$ cat src/hdl/ivp_params.svh
// Constants for the interrupt vectoring and priority block
`ifndef IVP_PARAMS_SVH
`define IVP_PARAMS_SVH

`define IVP_VEC_W 7
`define IVP_LVL_W 5
`define IVP_ADDR_W 32
`define IVP_NMI_VEC 7'h0B
`define IVP_UBRK_VEC 7'h0C
`define IVP_DBG_VEC 7'h0D
`define IVP_NMI_LVL 5'h10
`define IVP_UBRK_LVL 5'h0F
`define IVP_DBG_LVL 5'h0F
`define IVP_PIN_VEC_BASE 7'h40
`define IVP_ENC_VEC_BASE 7'h40
`define IVP_VEC_SHIFT 2
`define IVP_PRIO_C_RST 16'h0000
`define IVP_ETH_SRC_N 19
`define IVP_MAC_SRC_N 3
`define IVP_MAC_SUM_BIT 5'h00
`define IVP_ETH_SRC_IDX 0

`endif

$ cat src/hdl/ivp_pkg.sv
// Types shared by the interrupt vectoring and priority block
package ivp_pkg;

  typedef enum logic [1:0] {
    IVP_MODE_ENCODED = 2'b00,
    IVP_MODE_PINS = 2'b01
  } ivp_mode_e;

  typedef struct packed {
    logic valid;
    logic [4:0] level;
    logic [6:0] vector;
    logic ext;
  } ivp_req_s;

  typedef struct packed {
    logic valid;
    logic [4:0] level;
    logic [6:0] vector;
    logic [31:0] table_addr;
  } ivp_grant_s;

endpackage

$ cat src/hdl/ivp_prio_pick.sv
// Highest-level picker with fixed index order among equal levels
`timescale 1ns/10ps
module ivp_prio_pick #(
  parameter int N = 8,
  parameter int IW = (N > 1) ? $clog2(N) : 1
) (
  input wire logic [N-1:0] req,
  input wire logic [N*4-1:0] lvl,
  output logic hit,
  output logic [IW-1:0] idx,
  output logic [3:0] level
);

  always_comb begin
    hit = 1'b0;
    idx = '0;
    level = 4'h0;
    // Scan downward with >= so the lowest index wins a tie
    for (int i = N - 1; i >= 0; i--) begin
      if (req[i] && lvl[i*4 +: 4] != 4'h0 &&
          (!hit || lvl[i*4 +: 4] >= level)) begin
        hit = 1'b1;
        idx = IW'(i);
        level = lvl[i*4 +: 4];
      end
    end
  end

endmodule

$ cat src/hdl/ivp_ctrl.sv
// Interrupt vectoring and priority resolution, IRQ mode
`timescale 1ns/10ps
`include "ivp_params.svh"

// Notes on behaviour
// - The table address is the vector base plus four times the vector.
// - External requests may take their vector from an external fetch.
// - Each peripheral delivers its own software-set 7-bit vector.
// - Mode select picks encoded levels 1-15 or four separate pins.
// - The Ethernet event is the OR of 19 enabled status sources.
// - Three MAC status bits feed the summary bit, up to 22 sources.
// - Equal levels are served in a fixed order, highest first.
module ivp_ctrl
  import ivp_pkg::*;
#(
  parameter int NPER = 16,
  parameter int PIN_N = 4
) (
  input wire logic clk,
  input wire logic nrst,
  input wire logic nmi_req,
  input wire logic user_break_req,
  input wire logic debug_interface_req,
  input wire logic external_input_mode_select,
  input wire logic [3:0] encoded_level_inputs,
  input wire logic [PIN_N-1:0] external_request_pins,
  input wire logic prio_c_we,
  input wire logic [15:0] prio_c_wdata,
  input wire logic ext_vector_fetch_en,
  input wire logic [6:0] ext_vector,
  input wire logic [NPER-1:0] periph_req,
  input wire logic [NPER*4-1:0] periph_level,
  input wire logic [NPER*7-1:0] vector_number_reg,
  input wire logic [18:0] eth_dma_status_reg,
  input wire logic [18:0] eth_dma_status_enable_reg,
  input wire logic [2:0] mac_status_reg,
  input wire logic [2:0] mac_status_enable,
  input wire logic [31:0] vector_base_register,
  input wire logic [3:0] core_mask_level,
  output logic irq_valid_q,
  output logic [4:0] irq_level_q,
  output logic [6:0] irq_vector_q,
  output logic [31:0] irq_table_addr_q,
  output logic ethernet_dma_event_q,
  output logic [15:0] priority_level_reg_c_q
);

  localparam int PIW = (NPER > 1) ? $clog2(NPER) : 1;

  ivp_grant_s grant_d;
  ivp_grant_s grant_q;
  logic [15:0] prio_c_d;
  logic [15:0] prio_c_q;
  logic eth_event_d;
  logic eth_event_q;
  logic [18:0] eth_status_eff;
  logic mac_status_summary_bit;
  logic [NPER-1:0] per_req_eff;
  logic per_hit;
  logic [PIW-1:0] per_idx;
  logic [3:0] per_level;
  ivp_req_s fixed_req;
  ivp_req_s ext_req;
  ivp_req_s per_sel;
  ivp_req_s win;
  ivp_mode_e mode;

  // Selects one 7-bit vector field out of the packed vector array
  function automatic logic [6:0] vec_field(
    input logic [NPER*7-1:0] vecs,
    input logic [PIW-1:0] i
  );
    vec_field = vecs[i*7 +: 7];
  endfunction

  // Accepted vector is turned into its table address
  function automatic logic [31:0] table_addr(
    input logic [31:0] base,
    input logic [6:0] vec
  );
    table_addr = base + {23'h000000, vec, 2'b00};
  endfunction

  // Keeps the winner unless the challenger has a strictly higher level
  function automatic ivp_req_s prefer(
    input ivp_req_s a,
    input ivp_req_s b
  );
    if (!a.valid) begin
      prefer = b;
    end else if (b.valid && b.level > a.level) begin
      prefer = b;
    end else begin
      prefer = a;
    end
  endfunction

  // Ethernet summary: MAC status folds into one status bit
  always_comb begin
    mac_status_summary_bit = |(mac_status_reg & mac_status_enable);
    eth_status_eff = eth_dma_status_reg;
    eth_status_eff[`IVP_MAC_SUM_BIT] =
      eth_dma_status_reg[`IVP_MAC_SUM_BIT] | mac_status_summary_bit;
    eth_event_d = |(eth_status_eff & eth_dma_status_enable_reg);
  end

  // Ethernet event rides on peripheral slot 0, the highest default order
  always_comb begin
    per_req_eff = periph_req;
    per_req_eff[`IVP_ETH_SRC_IDX] = eth_event_q;
  end

  // Peripheral slots map one to one; slot 0 takes the Ethernet event, not periph_req[0]
  ivp_prio_pick #(
    .N(NPER),
    .IW(PIW)
  ) u_per_pick (
    .req(per_req_eff),
    .lvl(periph_level),
    .hit(per_hit),
    .idx(per_idx),
    .level(per_level)
  );

  // Priority field register for the external requests
  always_comb begin
    prio_c_d = prio_c_q;
    if (prio_c_we) begin
      prio_c_d = prio_c_wdata;
    end
  end

  // Fixed-vector sources, NMI first
  always_comb begin
    fixed_req = '0;
    if (nmi_req) begin
      fixed_req.valid = 1'b1;
      fixed_req.level = `IVP_NMI_LVL;
      fixed_req.vector = `IVP_NMI_VEC;
    end else if (user_break_req) begin
      fixed_req.valid = 1'b1;
      fixed_req.level = `IVP_UBRK_LVL;
      fixed_req.vector = `IVP_UBRK_VEC;
    end else if (debug_interface_req) begin
      fixed_req.valid = 1'b1;
      fixed_req.level = `IVP_DBG_LVL;
      fixed_req.vector = `IVP_DBG_VEC;
    end
  end

  // External inputs: encoded levels or four separate pins
  always_comb begin
    mode = external_input_mode_select ? IVP_MODE_PINS : IVP_MODE_ENCODED;
    ext_req = '0;
    case (mode)
      IVP_MODE_ENCODED: begin
        // Level 0 means no request on the encoded inputs
        if (encoded_level_inputs != 4'h0) begin
          ext_req.valid = 1'b1;
          ext_req.ext = 1'b1;
          ext_req.level = {1'b0, encoded_level_inputs};
          ext_req.vector = `IVP_ENC_VEC_BASE +
            7'({4'h0, encoded_level_inputs[3:1]});
        end
      end
      IVP_MODE_PINS: begin
        // Pin 0 scanned last so it wins ties between pins
        for (int p = PIN_N - 1; p >= 0; p--) begin
          if (external_request_pins[p] &&
              prio_c_q[15 - p*4 -: 4] != 4'h0 &&
              (!ext_req.valid ||
               {1'b0, prio_c_q[15 - p*4 -: 4]} >= ext_req.level)) begin
            ext_req.valid = 1'b1;
            ext_req.ext = 1'b1;
            ext_req.level = {1'b0, prio_c_q[15 - p*4 -: 4]};
            ext_req.vector = `IVP_PIN_VEC_BASE + 7'(p);
          end
        end
      end
      default: begin
        ext_req = '0;
      end
    endcase
    // Caller guarantees the fetched vector fits in seven bits
    if (ext_req.valid && ext_vector_fetch_en) begin
      ext_req.vector = ext_vector;
    end
  end

  // Peripheral winner carries its software-set vector
  always_comb begin
    per_sel = '0;
    per_sel.valid = per_hit;
    per_sel.level = {1'b0, per_level};
    per_sel.vector = vec_field(vector_number_reg, per_idx);
  end

  // Fixed order among equal levels: fixed, external, then peripherals
  always_comb begin
    win = prefer(prefer(fixed_req, ext_req), per_sel);
    grant_d = '0;
    // Only the non-maskable level passes a full mask
    if (win.valid && win.level > {1'b0, core_mask_level}) begin
      grant_d.valid = 1'b1;
      grant_d.level = win.level;
      grant_d.vector = win.vector;
      grant_d.table_addr = table_addr(vector_base_register,
                                      win.vector);
    end
  end

  always_ff @(posedge clk) begin
    if (!nrst) begin
      grant_q <= '0;
      prio_c_q <= `IVP_PRIO_C_RST;
      eth_event_q <= 1'b0;
    end else begin
      grant_q <= grant_d;
      prio_c_q <= prio_c_d;
      eth_event_q <= eth_event_d;
    end
  end

  // One cycle of pipeline keeps every output on a flop
  always_comb begin
    irq_valid_q = grant_q.valid;
    irq_level_q = grant_q.level;
    irq_vector_q = grant_q.vector;
    irq_table_addr_q = grant_q.table_addr;
    ethernet_dma_event_q = eth_event_q;
    priority_level_reg_c_q = prio_c_q;
  end

endmodule

$ cat config.mk
export PLATFORM = sky130hd
export DESIGN_NAME = ivp_ctrl
export DESIGN_NICKNAME = d
export VERILOG_FILES = /design/src/hdl/ivp_pkg.sv /design/src/hdl/ivp_prio_pick.sv /design/src/hdl/ivp_ctrl.sv
export VERILOG_INCLUDE_DIRS = /design/src /design/src/hdl
export SDC_FILE = /design/constraint.sdc
export NUM_CORES = 1
export LEC_CHECK = 0
export ABC_AREA = 1
export BUFFER_PORTS_ARGS = -buffer_cell sky130_fd_sc_hd__buf_4
export CAP_MARGIN = 20
export CORE_UTILIZATION = 35
export DETAILED_ROUTE_END_ITERATION = 8
export PLACE_DENSITY = 0.66
export SYNTH_ARGS = -nofsm -noshare
export SYNTH_HDL_FRONTEND = slang
export SYNTH_SLANG_ARGS = --single-unit
$ cat constraint.sdc
create_clock -name clk -period 25.5 [get_ports clk]
set_input_delay 6.375 -clock clk [delete_from_list [all_inputs] [get_ports clk]]
set_output_delay 6.375 -clock clk [all_outputs]
set_load 0.01 [all_outputs]
==> impl_metrics.json <==
{
  "dieArea_sq_mm": 0.0226,
  "worstPathMaxFanout": 8,
  "whs_ns": 0.525,
  "clkLatencyLatePin_ns": 0.34,
  "hold_start": "priority_level_reg_c_q[15]",
  "path_common_cell": "nand2_1",
  "cp-end-kind": "flip-flop",
  "relSlewSlack_pct": 32.8,
  "timing.rr.end": "irq_table_addr_q[30]",
  "ys_types": 44,
  "start_util_pct": 36.2,
  "cts_tree": "built",
  "tightest_slew_ns": 0.998,
  "num_rows": 53,
  "postCtsHoldBufs": 0,
  "use_met3_pct": 4.67,
  "worst_hold_path.endpoint": "priority_level_reg_c_q[15]",
  "final.setup_skew_ns": 0.00972,
  "slowest_delay_ns": 0.37,
  "die_h_microns": 150,
  "htreeDepth": 3,
  "fill_cells": 1890,
  "violations": "setup timing",
  "status": "complete, but fails checks",
  "r2r-start": "priority_level_reg_c_q[0]",
  "hold_class": "flip-flop to flip-flop",
  "yosysTopAreaCell": "dfxtp_1",
  "antenna_cells": 0,
  "placedCellCount": 2031,
  "synth.net_count": 1680,
  "yosys_warnings": 0,
  "syn2layout_area_growth_pct": 79.0,
  "finalSetupTns_ns": -3.19,
  "busiest_layer": "met2",
  "slew_viol_final": 0,
  "io_buffers": 371,
  "post-route-drc-count": 0,
  "synth_area_leaders": "dfxtp_1 (16%), nand2_1 (15%), ha_1 (13%), nand3_1 (11%), inv_1 (9.5%)",
  "grtUsageTotal_pct": 24.3,
  "max_freq_mhz": 38.5,
  "final.period_utilization_pct": 102,
  "antenna_found_initial": 0,
  "wl_per_cell_microns": 14.9,
  "io-pin-count": 373,
  "clk_pin_slew_ns": 0.05,
  "r2r_cells": 75,
  "use_met1_pct": 27.0,
  "synth_seq_cells": 62,
  "dr.pass1.iters": 5,
  "crit_required_ns": 25.72,
  "synth-edff-count": 0,
  "core_area_sq_mm": 0.0213,
  "cts.sinks": 62,
  "ys_seq_area_share_pct": 16.1,
  "num_vias": 10600,
  "arrival_ns": 26.23,
  "layout-drive-gt1-share_pct": 46.2,
  "layout_commonest_cell": "buf_4",
  "clockRootBuffer": "clkbuf_16",
  "grt_pass1_vias": 9564,
  "final_antenna_net_count": 0,
  "grt_first_pass_wirelength_mm": 44.0,
  "async_flop_share_pct": 0,
  "min_period_ns": 26.00,
  "final_cell_mix": "buf_4 (549), nand2_1 (258), inv_1 (181), nand3_1 (159), nor2_1 (67)",
  "hold_viol": 0,
  "use_met2_pct": 47.1,
  "synthesis.area_sq_mm": 0.00771,
  "grt-ovfl-total": 0,
  "ctsLongestPathBuffers": 2,
  "finalNonFillerCells": 2123,
  "vias_per_cell": 4.99,
  "cts_buffers": 9,
  "routed_wl_mm": 31.7,
  "place_congestion": 0.896,
  "fin_util_pct": 64.8,
  "rsz0062_at_grt": "yes",
  "syn_inst": 1286,
  "synth.avg_cell_area_sq_um": 5.99,
  "r2r_setup_slack_ns": 14.01,
  "fp.dieW_microns": 150,
  "dp_hpwl_mm": 23.3,
  "max-cap-violations": 0,
  "finalSetupViolCount": 11,
  "start_kind": "primary input",
  "holdPathStages": 2,
  "layout.nets": 2237,
  "path_class": "primary input to flip-flop",
  "grt_max_degree": 45,
  "first_iter_violations": 441,
  "worst_slack_ns": -0.502,
  "crit_slowest_cell": "fa_2",
  "synth_top_area_share_pct": 16.1,
  "ys.flop_type": "dfxtp_1",
  "cp-startpoint": "periph_level[61]"
}
kinds of logic after synthesis:
group	share of synthesized area, %
compound gates	14.6
xor+xnor	1.70
fa+ha+maj	13.6
buf+inv	13.3
flops	16.1
simple gates	40.7
final cells by class:
cell class | count | area, sq um | area share, %
clock buffers | 10 | 229 | 1.66
inverters | 205 | 774 | 5.61
multi-input cells | 981 | 6520 | 47.3
flip-flops and latches | 62 | 1240 | 9.00
well taps | 275 | 344 | 2.49
repair buffers | 584 | 4630 | 33.5
clock inverters | 6 | 61.3 | 0.444
worst max-delay path by stage:
stage | end | slack, ns | cells after the start
floorplan | irq_table_addr_q[30] | 0.02 | 187
global placement | irq_table_addr_q[30] | -1.02 | 179
detailed placement | irq_table_addr_q[30] | -1.44 | 178
CTS | irq_table_addr_q[30] | -0.02 | 182
global route | irq_table_addr_q[30] | -2.23 | 180
finish | irq_table_addr_q[30] | -0.50 | 181
per-stage QoR:
step / area, sq um / worst slack [ns]
floorplan: 7810 / 0.0170
global placement: 11700 / -1.02
detailed placement: 11700 / -1.44
CTS: 12600 / -0.0208
global route: 13800 / -2.23
finish: 13800 / -0.502
per-layer routing:
| metal | routed length, microns | up-vias |
|---|---|---|
| met3 | 2030 | 78 |
| met4 | 901 | 0 |
| met1 | 12200 | 4806 |
| met2 | 16600 | 368 |
| met5 | 0 | - |
| li1 | - | 5339 |
state kept, by name, indices dropped and copies added, names as in the netlist:
signal and count:
ethernet_dma_event_q 1, irq_level_q 5, irq_table_addr_q 32, irq_valid_q 1, irq_vector_q 7, priority_level_reg_c_q 16
Yosys cell counts, types with 4 or more instances:
library cell / instances
inv_2: 10
inv_1: 195
xnor2_1: 5
buf_2: 14
nand3_2: 8
nand2_2: 23
o21ai_0: 106
buf_4: 6
nand2_1: 304
nand2_4: 10
nor2_1: 98
clkbuf_1: 10
nand3_1: 170
nor4_1: 4
ha_1: 82
a21oi_1: 46
nand3b_1: 16
nand4_1: 10
xor2_1: 10
dfxtp_1: 62
buf_6: 9
nor2_2: 4
a21boi_0: 13
a31oi_1: 5
o21ai_1: 5
nor3_1: 22
nor3b_1: 8
critical path: cells and delay by family:
| kind | cells | cell delay, ns |
|---|---|---|
| simple gates | 92 | 8.09 |
| compound gates | 47 | 5.46 |
| fa+ha+maj | 18 | 4.38 |
| buf+inv | 23 | 1.66 |
| xor+xnor | 1 | 0.19 |
timing repair:
action | in CTS | in global routing
setup endpoints to repair | 19 | 45
cloned | 1 | 7
pin swaps | 43 | 152
hold endpoints to repair | 0 | 0
gates resized for setup | 56 | 230
buffers inserted | 49 | 42
Power is not shown: default switching activity piles up to over one toggle a cycle in this logic, so the estimate is an artifact.
